**src/strap_cfg_pkg.sv**
```systemverilog
// constants for the global strap and configuration block
// assumes a 100 MHz pclk and an apb register port
package strap_cfg_pkg;
	localparam logic [11:0] addr_status = 12'h000;
	localparam logic [11:0] addr_control = 12'h004;
	localparam logic [11:0] addr_port0 = 12'h008;
	localparam logic [11:0] addr_port1 = 12'h00c;
	localparam int slew_lsb = 10;
	localparam int slew_msb = 11;
	localparam int ctl_reset_bit = 15;
	localparam int ctl_fiber0_bit = 0;
	localparam int ctl_fiber1_bit = 1;
	localparam logic [31:0] control_reset = 32'h0000_0000;
	localparam int stat_link_bit = 0;
	localparam int stat_speed_bit = 1;
	localparam int stat_duplex_bit = 2;
	localparam int stat_act_bit = 3;
	localparam int stat_col_bit = 4;
	localparam int stat_rx_bit = 5;
	localparam int stat_tx_bit = 6;
	localparam int stat_iso_bit = 7;
	localparam int blink_ns = 50000000;
	localparam int clk_ns = 10;
	localparam int blink_cycles = blink_ns / clk_ns;
endpackage

```
**src/sync2.sv**
```systemverilog
// two-flop synchroniser for a bus of pin levels
// assumes inputs are asynchronous to clk
module sync2 #(
	parameter int width = 1
) (
	input wire logic clk,
	input wire logic rst_n,
	input wire logic [width-1:0] async_in,
	output logic [width-1:0] sync_out
);
	logic [width-1:0] meta_q;
	always_ff @(posedge clk or negedge rst_n) begin
		if (!rst_n) begin
			meta_q <= '0;
			sync_out <= '0;
		end else begin
			meta_q <= async_in;
			sync_out <= meta_q;
		end
	end
endmodule // sync2

```
**src/phy_global_strap_config.sv**
```systemverilog
// global strap capture, address assignment, led schemes and fiber routing
// assumes straps and status come from pins or other clocks, apb on pclk
// Summary of operation
// - the slew field 27.11:10 loads from the two slew straps at power-on, shared by both ports.
// - address bits 4..1 of port 0 come from the four address straps.
// - address bit 0 is internal so port 1 answers one above port 0.
// - the two led select inputs choose one of four led schemes, shared by both ports.
// - in fiber mode each port's signal detect gives its signal quality.
// - in fiber mode pair b transmits and pair a receives.
//
// Implementation choices: the register addresses and register access over APB.
module phy_global_strap_config #(
	parameter int blink_cycles = strap_cfg_pkg::blink_cycles
) (
	input wire logic pclk,
	input wire logic presetn,
	input wire logic psel,
	input wire logic penable,
	input wire logic pwrite,
	input wire logic [11:0] paddr,
	input wire logic [31:0] pwdata,
	output logic [31:0] prdata,
	output logic pready,
	output logic pslverr,
	input wire logic tx_slope_select_lo,
	input wire logic tx_slope_select_hi,
	input wire logic phy_addr_strap_bit4,
	input wire logic phy_addr_strap_bit3,
	input wire logic phy_addr_strap_bit2,
	input wire logic phy_addr_strap_bit1,
	input wire logic led_scheme_select_a,
	input wire logic led_scheme_select_b,
	input wire logic fiber_signal_detect_port0,
	input wire logic fiber_signal_detect_port1,
	input wire logic [1:0] test_pins,
	input wire logic [1:0] port_link,
	input wire logic [1:0] port_speed,
	input wire logic [1:0] port_duplex,
	input wire logic [1:0] port_activity,
	input wire logic [1:0] port_collision,
	input wire logic [1:0] port_receive,
	input wire logic [1:0] port_transmit,
	input wire logic [1:0] port_isolate,
	output logic [1:0] port_led_one,
	output logic [1:0] port_led_two,
	output logic [1:0] port_led_three,
	output logic [1:0] slew_rate,
	output logic [4:0] phy_addr_port0,
	output logic [4:0] phy_addr_port1,
	output logic [1:0] signal_quality,
	output logic [1:0] pair_b_is_transmitter,
	output logic core_reset_n,
	output logic test_mode
);
	localparam int nin = 27;
	logic [nin-1:0] raw;
	logic [nin-1:0] syn;
	logic strap_done_q;
	logic [31:0] control_q;
	logic [1:0] slew_q;
	logic [3:0] addr_q;
	logic [31:0] blink_cnt_q;
	logic blink_q;
	logic [1:0] led_sel;

	assign raw = {tx_slope_select_hi, tx_slope_select_lo, phy_addr_strap_bit4,
		phy_addr_strap_bit3, phy_addr_strap_bit2, phy_addr_strap_bit1,
		led_scheme_select_b, led_scheme_select_a, fiber_signal_detect_port1,
		fiber_signal_detect_port0, test_pins, port_link, port_speed, port_duplex,
		port_activity, port_collision, port_receive, port_transmit, port_isolate[0]};

	sync2 #(
		.width(nin)
	) u_sync (
		.clk(pclk),
		.rst_n(presetn),
		.async_in(raw),
		.sync_out(syn)
	);

	logic [1:0] s_slew;
	logic [3:0] s_addr;
	logic [1:0] s_led;
	logic [1:0] s_sd;
	logic [1:0] s_test;
	logic [1:0] s_link, s_speed, s_dup, s_act, s_col, s_rx, s_tx;
	logic iso0_s;
	logic [1:0] iso_q;
	assign {s_slew, s_addr, s_led, s_sd, s_test, s_link, s_speed, s_dup, s_act, s_col,
		s_rx, s_tx, iso0_s} = syn;
	assign led_sel = s_led;

	// isolate of port 1 taken through its own pair of flops
	logic [1:0] iso1_meta_q;
	always_ff @(posedge pclk or negedge presetn) begin
		if (!presetn) begin
			iso1_meta_q <= 2'h0;
		end else begin
			iso1_meta_q <= {iso1_meta_q[0], port_isolate[1]};
		end
	end
	assign iso_q = {iso1_meta_q[1], iso0_s};

	// straps caught once after release, when synchronised values are settled
	logic [1:0] settle_q;
	always_ff @(posedge pclk or negedge presetn) begin
		if (!presetn) begin
			settle_q <= 2'h0;
			strap_done_q <= 1'b0;
			slew_q <= 2'h0;
			addr_q <= 4'h0;
		end else if (!strap_done_q) begin
			settle_q <= settle_q + 2'h1;
			if (settle_q == 2'h3) begin
				strap_done_q <= 1'b1;
				slew_q <= s_slew;
				addr_q <= s_addr;
			end
		end else if (psel && penable && pwrite && paddr == strap_cfg_pkg::addr_control) begin
			slew_q <= pwdata[strap_cfg_pkg::slew_msb:strap_cfg_pkg::slew_lsb];
		end
	end

	always_ff @(posedge pclk or negedge presetn) begin
		if (!presetn) begin
			slew_rate <= 2'h0;
			phy_addr_port0 <= 5'h00;
			phy_addr_port1 <= 5'h00;
		end else begin
			slew_rate <= slew_q;
			phy_addr_port0 <= {addr_q, 1'b0};
			phy_addr_port1 <= {addr_q, 1'b1};
		end
	end

	// control register; the self-clearing reset bit pulses the core reset
	always_ff @(posedge pclk or negedge presetn) begin
		if (!presetn) begin
			control_q <= strap_cfg_pkg::control_reset;
		end else if (psel && penable && pwrite && paddr == strap_cfg_pkg::addr_control) begin
			control_q <= pwdata;
		end else begin
			control_q[strap_cfg_pkg::ctl_reset_bit] <= 1'b0;
		end
	end

	always_ff @(posedge pclk or negedge presetn) begin
		if (!presetn) begin
			core_reset_n <= 1'b0;
			test_mode <= 1'b0;
		end else begin
			core_reset_n <= !control_q[strap_cfg_pkg::ctl_reset_bit] && strap_done_q;
			test_mode <= |s_test;
		end
	end

	logic [1:0] fiber;
	assign fiber = {control_q[strap_cfg_pkg::ctl_fiber1_bit],
		control_q[strap_cfg_pkg::ctl_fiber0_bit]};

	always_ff @(posedge pclk or negedge presetn) begin
		if (!presetn) begin
			signal_quality <= 2'h0;
			pair_b_is_transmitter <= 2'h0;
		end else begin
			signal_quality <= fiber & s_sd;
			pair_b_is_transmitter <= fiber;
		end
	end

	// blink enable for the activity, isolate and collision schemes
	always_ff @(posedge pclk or negedge presetn) begin
		if (!presetn) begin
			blink_cnt_q <= 32'h0;
			blink_q <= 1'b0;
		end else if (blink_cnt_q >= 32'(blink_cycles - 1)) begin
			blink_cnt_q <= 32'h0;
			blink_q <= !blink_q;
		end else begin
			blink_cnt_q <= blink_cnt_q + 32'h1;
		end
	end

	genvar p;
	generate
		for (p = 0; p < 2; p++) begin : g_led
			always_ff @(posedge pclk or negedge presetn) begin
				if (!presetn) begin
					port_led_one[p] <= 1'b0;
					port_led_two[p] <= 1'b0;
					port_led_three[p] <= 1'b0;
				end else begin
					unique case (led_sel)
						2'b00: begin
							port_led_one[p] <= s_speed[p];
							port_led_two[p] <= s_link[p];
							port_led_three[p] <= s_dup[p];
						end
						2'b01: begin
							port_led_one[p] <= s_speed[p];
							port_led_two[p] <= s_link[p] && !(s_act[p] && blink_q);
							port_led_three[p] <= s_dup[p] || (s_col[p] && blink_q);
						end
						2'b10: begin
							port_led_one[p] <= s_link[p];
							port_led_two[p] <= s_rx[p];
							port_led_three[p] <= s_tx[p];
						end
						2'b11: begin
							port_led_one[p] <= s_speed[p];
							port_led_two[p] <= s_link[p] || (iso_q[p] && blink_q);
							port_led_three[p] <= s_dup[p] || (s_col[p] && blink_q);
						end
					endcase
				end
			end
		end
	endgenerate

	// apb slave: zero wait states, unmapped addresses raise pslverr
	logic [31:0] status_word;
	assign status_word = {8'h00, iso_q, s_tx, s_rx, s_col, s_act, s_dup, s_speed, s_link,
		2'h0, s_sd, s_test, s_led};
	always_ff @(posedge pclk or negedge presetn) begin
		if (!presetn) begin
			prdata <= 32'h0;
			pready <= 1'b0;
			pslverr <= 1'b0;
		end else begin
			pready <= psel && !penable;
			pslverr <= 1'b0;
			prdata <= 32'h0;
			if (psel && !penable) begin
				unique case (paddr)
					strap_cfg_pkg::addr_status: prdata <= status_word;
					strap_cfg_pkg::addr_control: begin
						prdata <= control_q;
						prdata[strap_cfg_pkg::slew_msb:strap_cfg_pkg::slew_lsb] <= slew_q;
					end
					strap_cfg_pkg::addr_port0: prdata <= {27'h0, addr_q, 1'b0};
					strap_cfg_pkg::addr_port1: prdata <= {27'h0, addr_q, 1'b1};
					default: pslverr <= 1'b1;
				endcase
			end
		end
	end
endmodule // phy_global_strap_config

```
**config.mk**
```make
export PLATFORM = sky130hd
export DESIGN_NAME = phy_global_strap_config
export DESIGN_NICKNAME = d
export VERILOG_FILES = /design/src/strap_cfg_pkg.sv /design/src/sync2.sv /design/src/phy_global_strap_config.sv
export SDC_FILE = /design/constraint.sdc
export NUM_CORES = 1
export LEC_CHECK = 0
export ABC_AREA = 1
export BUFFER_PORTS_ARGS = -buffer_cell sky130_fd_sc_hd__buf_2
export CELL_PAD_IN_SITES_DETAIL_PLACEMENT = 1
export CELL_PAD_IN_SITES_GLOBAL_PLACEMENT = 1
export CORE_MARGIN = 3
export CORE_UTILIZATION = 25
export CTS_CLUSTER_SIZE = 20
export DETAILED_ROUTE_END_ITERATION = 8
export GPL_ROUTABILITY_DRIVEN = 0
export GPL_TIMING_DRIVEN = 0
export HOLD_SLACK_MARGIN = 0.03
export PLACE_DENSITY_LB_ADDON = 0.1
export SYNTH_ARGS = -nofsm -noshare
export SYNTH_HDL_FRONTEND = slang
export SYNTH_SLANG_ARGS = --single-unit
export TNS_END_PERCENT = 20
```
**constraint.sdc**
```tcl
create_clock -name pclk -period 1.79 [get_ports pclk]
set_input_delay 0.2685 -clock pclk [delete_from_list [all_inputs] [get_ports pclk]]
set_output_delay 0.2685 -clock pclk [all_outputs]
set_load 0.01 [all_outputs]
```
# After elaboration in Yosys (flattened, before gate mapping)
# Cells that the tools add are included.
word_totals:
  input_bits: 77
  reg_bits: 187
  out_inout_bits: 58
  word_cells: 88
classes:
  n_bitwise: 2
  add_sub_neg: 2
  mux: 17
  n_eq_ne: 8
  n_reduce_logical: 31
  order_cmp: 1
ops:
  columns: ["cell", "count"]
  rows:
  - ["32-bit case mux with 4 select lines", 1]
  - ["32-bit 2-to-1 mux", 2]
  - ["32-bit by 1-bit adder with 32-bit output, second input constant", 1]
  - ["32-bit by 23-bit greater-or-equal comparator with 1-bit output, second input constant", 1]
  - ["12-bit by 4-bit == test with 1-bit output, second input constant", 2]
  - ["1-bit logical AND", 13]
  - ["12-bit by 3-bit == test with 1-bit output, second input constant", 1]
  - ["12-bit zero test", 1]
  - ["1-bit case mux with 4 select lines", 2]
  - ["2-bit == test, second input constant", 3]
  - ["2-bit 2-to-1 mux", 3]
  - ["1-bit case mux with 3 select lines", 2]
  - ["1-bit zero test", 5]
  - ["1-bit 2-to-1 mux", 5]
  - ["1-bit logical OR", 4]
  - ["1-bit case mux with 2 select lines", 2]
  - ["2-bit AND reduction", 2]
  - ["2-bit OR reduction", 2]
  - ["4-bit OR reduction", 1]
  - ["3-bit OR reduction", 1]
  - ["2-bit by 1-bit adder with 2-bit output, second input constant", 1]
  - ["2-bit AND", 1]
  - ["2-bit by 1-bit == test with 1-bit output, second input constant", 1]
  - ["2-bit zero test", 1]
  - ["3 further kinds", 3]

# Depth between registers and ports, before layout
logic_depth:
  ltp_word: 5
  mapped_depth: 11
  depth_no_buf: 10

# Modules after synthesis
# A second synthesis with hierarchy kept.
unflattened:
  cells_unflattened: 646
  hier_area_um2: 6725.2
by_module_without_submodules:
  columns: ["module", "seq_area_each_um2", "n_inst", "cells_each", "area_each_um2"]
  rows:
  - ["phy_global_strap_config", 3178.0, 1, 592, 5373.9]
  - ["sync2", 1351.3, 1, 54, 1351.3]

# Worst setup path before layout
# Ideal clock, no wire load.
synth_timing:
  kind: "register -> register"
  from: "reg blink_cnt_q[0]"
  to: "reg blink_cnt_q[13]"
  path_stages_with_launch: 10
  arrival_ns: 1.314
  setup_time_ns: 0.121
  required_ns: 1.669
  setup_slack_ns: 0.355
  n_path_buf: 1
  period_less_slack_ns: 1.435
  cell_sequence: "dfrtp_1 ha_1 nand3_1 o21ai_0 nand2_1 nand2_1 nand2_1 nand2_1 buf_2 nor2_1"
synth_via:
  elab_chain_len: 2
  word_cells_on_any_way: 3
  cone_classes: "1 x add/sub; 1 x order compare; 1 x mux"
synth_rtl:
  columns: ["element", "line_no", "source"]
  rows:
  - ["start, declared", "phy_global_strap_config.sv:62", "logic [31:0] blink_cnt_q;"]
  - ["start signal, assigned", "phy_global_strap_config.sv:180", "blink_cnt_q <= blink_cnt_q + 32'h1;"]
  - ["32-bit by 1-bit adder with 32-bit output / 32-bit by 23-bit greater-or-equal comparator with 1-bit output (equally long branches)", "phy_global_strap_config.sv:180, phy_global_strap_config.sv:176", null]
  - ["32-bit 2-to-1 mux *", "phy_global_strap_config.sv:176", "end else if (blink_cnt_q >= 32'(blink_cycles - 1)) begin"]
# Mark *: on every way between the ends. The rest lies on a longest branch, timed or not.
# A chain may end at the register's enable or synchronous reset.

# Worst setup path in the final report
layout_timing:
  from: "reg blink_cnt_q[3]"
  to: "reg blink_cnt_q[19]"
# Same word-level chain as after synthesis.

==> run summary <==
The area growth from synthesis to layout is 31.3%. The worst hold path belongs to the class input port to register. Once detailed placement completed, the half-perimeter wirelength came to 13700 microns. After the last flow step, the layout net total stands at 912. The routed wire length is 18400 microns. The netlist area before placement came out at between 6000 and 7000 sq um. The cell taking the most area after synthesis is dfrtp_1. The post-detailed-route DRC marker count is 0.

The portion of synthesized area spent on multiplexers is 0.0101. The transition time of the tightest slew-check pin is 0.876 ns. The number of clock buffers inserted by TritonCTS is 17. Measured along the y axis, the die boundary spans 170 microns. The share of synthesized cell area in full adder, half adder and majority cells came out at 0.00373. The number of sinks on the clock net came out at 181. The clock transition at the registers of the reported paths came out at 0.08 ns. The worst endpoint required time came out at 2.12 ns. The synthesized area divided by synthesized cell count came out at 10.5 sq um. The initial antenna violation count is 0. The die span in x came out at 170 microns.

The run finished with clean final reports. At the worst endpoint, the arrival time is 1.96 ns. The post-layout utilization of the core is 0.337. The detailed router's first-iteration violation count came out at 195.

The hold violation count in the final report was 0. The first global-routing pass estimated 29700 microns of wire. The area fraction in and, or, nand and nor cells after synthesis is 0.188. The post-layout minimum cycle time came out at approximately 1.6 ns. In this run the deepest clock path goes through 2 buffers. The met1 routing resource usage after global routing is 0.175.

The proportion of total power due to net switching came out at 0.236. In the synthesized netlist the async set-or-reset flop fraction comes to 1.00. In the synthesized netlist, the number of instances is 640.

Of the synthesized area, sequential elements account for 0.674. The share of power burned in registers came out at 0.507. The buffer count from post-CTS setup fixing came out at 0. The number of buffers added on ports is between 100 and 150. Setup repair after global routing could not meet its margin everywhere.

The final count of pins violating max slew came to 0. The total grt overflow came out at 0. The compound-cell area share of the yosys netlist came to 0.0490. Of the post-synthesis cell area, the dominant cell type holds 0.674. STA classifies the critical path endpoint as a register. The worst slack on hold paths came out at 0.0739 ns.

The vias per cell came out at around 4.2. The number of global-route vias before repair came out at 5481. The worst max-slew margin expressed relative to the limit came out at 0.416. During synthesis, Yosys emitted a total of 0 warnings.

In this design, the critical path's most frequently occurring cell is nor2_1. The worst clock skew came out at approximately 0.017 ns. The buffer type at the clock tree root is clkbuf_16. The maximum fanout along the worst path is 6.

Summing internal, switching and leakage power gives 0.00840 W. The stage delay of the slowest cell on the critical path is 0.43 ns. The buffering stage count on the worst path with inverters included came out at 0. The post-route antenna net violation count is 0. The cell area power density came out at around 950 nW/um^2. The analysis attributes to net switching a power of slightly below 0.002 W. The number of synthesized register bits came out at around 180. The signal on the critical path passes through nand2_1, nor2_1, nand3_1, nor2_4, nand4_1, nor2_1, nor2_1. In the global route stage, met2 resource usage came out at 0.228.

Synthesis instantiated 31 different standard cells from the library. Grouping stages by cell kind, the critical path spends the most delay in simple AND/OR/NAND/NOR gates. TritonCTS built the clock tree. The placed instance area is 7870 sq um. Timing would allow up to between 600 and 700 MHz. The xor and xnor fraction of the mapped netlist area came out at 0.0170. CTS built an H-tree with a depth of 4.

The overall die area is 28900 sq um. The max-capacitance violation count is 0. The number of primary I/O pins is ~140.

The slowest cell on the critical path is dfrtp_1. The share of total power dissipated in combinational logic is 0.046. The count of endpoints failing setup in the final report is 0. The number of detailed-routing iterations run before antenna repair came out at 4.

The critical path class is register to register. The core area came out at 26200 sq um. The final design area excluding fillers is 8820 sq um. In this run, synthesis inferred 0 flip-flops with an integrated enable. Of the available clock period, the critical path in the final layout requires 0.914. In the synthesized netlist the dominant register cell turns out to be dfrtp_1. Ranked by total cell area, the synthesized netlist is headed by dfrtp_1 (67%), nand2_1 (6.7%), nand3_1 (5.3%).

The fraction of final layout cells with drive strength greater than 1 came out at 0.254. The fraction of met3 tracks used by global routing came out at 0.0274. The wire length per cell after detailed routing is 15.6 microns. The initial core utilization came out at 0.256.

The internal portion of total power came out at between 0.006 and 0.007 W. Leaving out filler cells and counting taps, the final layout contains approximately 1200. The clock reaches the later pin of the worst-skew pair after 0.43 ns. The pin count of the biggest net entering global routing came out at roughly 120.

IR analysis of the VDD net gives a maximum drop of about 0.4 mV. The number of antenna diodes in the final layout is 0. The row count is slightly below 60. By area, the combinational part of the netlist is dominated by simple AND/OR/NAND/NOR gates. In this run, placement finished with an instance count of 1118. The routed via count came out at about 5000. The standby leakage power came out at roughly 4.3 nW. The global-route layer with the greatest usage is met2. The overall track demand over capacity in global routing came out at 0.134.

The layout has between 2000 and 3000 filler cells. Of the total power, the clock network draws 0.447. The kind of start point of the critical path is a register.
-- logic make-up (layout without fill, tap and decap cells) --
| family | Yosys count | in the layout |
|---|---|---|
| xor gates and xnor gates | 13 | 13 |
| DFF | 181 | 181 |
| adders and majority gates | 2 | 2 |
| buffers and inverters | 90 | 287 |
| and+or+nand+nor | 288 | 288 |
| AOI/OAI and AO/OA | 58 | 58 |
| muxes | 6 | 6 |
| other | 2 | 11 |
-- synth_stat cells (7+ instances only) --
cell      count
inv_1        61
nand2_1     120
buf_2        12
dfrtp_1     181
o21ai_1      30
nor3_1        8
a21oi_1      13
nor2_1       68
xor2_1        7
nand3_1      71
nand4_1      10
a21oi_2       9
clkbuf_1      8
-- stage by stage --
step,setup slack (ns),TNS (ns)
after detailed placement,-0.158,-2.62
final,0.153,0
after global placement,-2.48,-449.64
after CTS,0.0373,0
after global routing,-0.00737,-0.0139
after floorplan,0.355,0
-- flip-flops by register name, summed over array words and instances (netlist names) --
signal / cells
blink_q: 1
core_reset_n: 1
phy_addr_port1: 4
port_led_three: 2
pair_b_is_transmitter: 2
u_sync.sync_out: 27
pslverr: 1
blink_cnt_q: 32
slew_q: 2
signal_quality: 2
phy_addr_port0: 1
test_mode: 1
strap_done_q: 1
u_sync.meta_q: 27
slew_rate: 2
port_led_two: 2
addr_q: 4
prdata: 32
port_led_one: 2
settle_q: 2
pready: 1
control_q: 30
iso1_meta_q: 2
-- cell type report --
class,instances,area [sq um],share of cell area
Sequential cell,181,4530,0.514
Multi-Input combinational cell,378,1870,0.212
Timing Repair Buffer,165,1010,0.115
Clock buffer,20,457,0.0518
Tap cell,335,419,0.0475
Inverter,62,233,0.0264
Buffer,28,163,0.0184
Clock inverter,12,136,0.0155
-- cells in the final DEF, fill, tap and decap left out, types with 3 or more instances in the layout --
cell type | Yosys | final
a21oi_1 | 13 | 13
a21oi_2 | 9 | 9
buf_2 | 12 | 142
buf_4 | 6 | 6
buf_6 | 1 | 3
clkbuf_1 | 8 | 9
clkbuf_16 | 0 | 17
conb_1 | 2 | 11
dfrtp_1 | 181 | 181
dlygate4sd3_1 | 0 | 31
inv_1 | 61 | 61
inv_6 | 0 | 4
mux2_2 | 6 | 6
nand2_1 | 120 | 119
nand3_1 | 71 | 70
nand4_1 | 10 | 10
nor2_1 | 68 | 67
nor2_4 | 2 | 3
nor3_1 | 8 | 8
o21ai_0 | 4 | 3
o21ai_1 | 30 | 31
xnor2_1 | 6 | 6
xor2_1 | 7 | 7
-- layer usage --
layer  vias to the layer above  part of all wire  routed length [microns]
met3                        13             0.033                      612
li1                       2413                 -                        -
met5                         -                 0                        0
met1                      2463              0.46                     8460
met4                         0             0.012                      216
met2                        90              0.49                     9080
-- worst reg2reg max path, stage by stage (launching register included) --
cell     delay, ns
dfrtp_1       0.43
nand2_1       0.13
nor2_1        0.17
nand3_1       0.24
nor2_4        0.24
nand4_1       0.15
nor2_1        0.12
nor2_1        0.06
-- power groups by stage --
stage | clock (W) | sequential (W) | combinational [W]
finish | 0.00375 | 0.00425 | 0.000390
detailed placement | 0 | 0.00434 | 0.000349
CTS | 0.00389 | 0.00426 | 0.000403
global route | 0.00409 | 0.00426 | 0.000446
global placement | 0 | 0.00434 | 0.000332
floorplan | 0 | 0.00432 | 0.0000944
-- path summary, 6_finish.rpt --
| path | start | end | slack, ns | cells past startpoint |
|---|---|---|---|---|
| worst max-delay path | blink_cnt_q[3] | blink_cnt_q[19] | 0.15 | 7 |
| max in group asynchronous | presetn | pair_b_is_transmitter[1] | 0.44 | 3 |
| worst min register to register | u_sync.meta_q[9] | u_sync.sync_out[9] | 0.35 | 0 |
| min in group asynchronous | presetn | u_sync.sync_out[26] | 0.50 | 2 |
| worst min-delay path | pwdata[21] | control_q[21] | 0.07 | 3 |
| worst max register to register | blink_cnt_q[3] | blink_cnt_q[19] | 0.15 | 7 |
-- what timing repair did --
item,4_1_cts,5_1_grt
hold buffers,31,0
gates resized for setup,4,8
setup endpoints to repair,20,33
endpoints found under the hold margin,147,0
No activity file was read; power rests on OpenSTA's default activity.
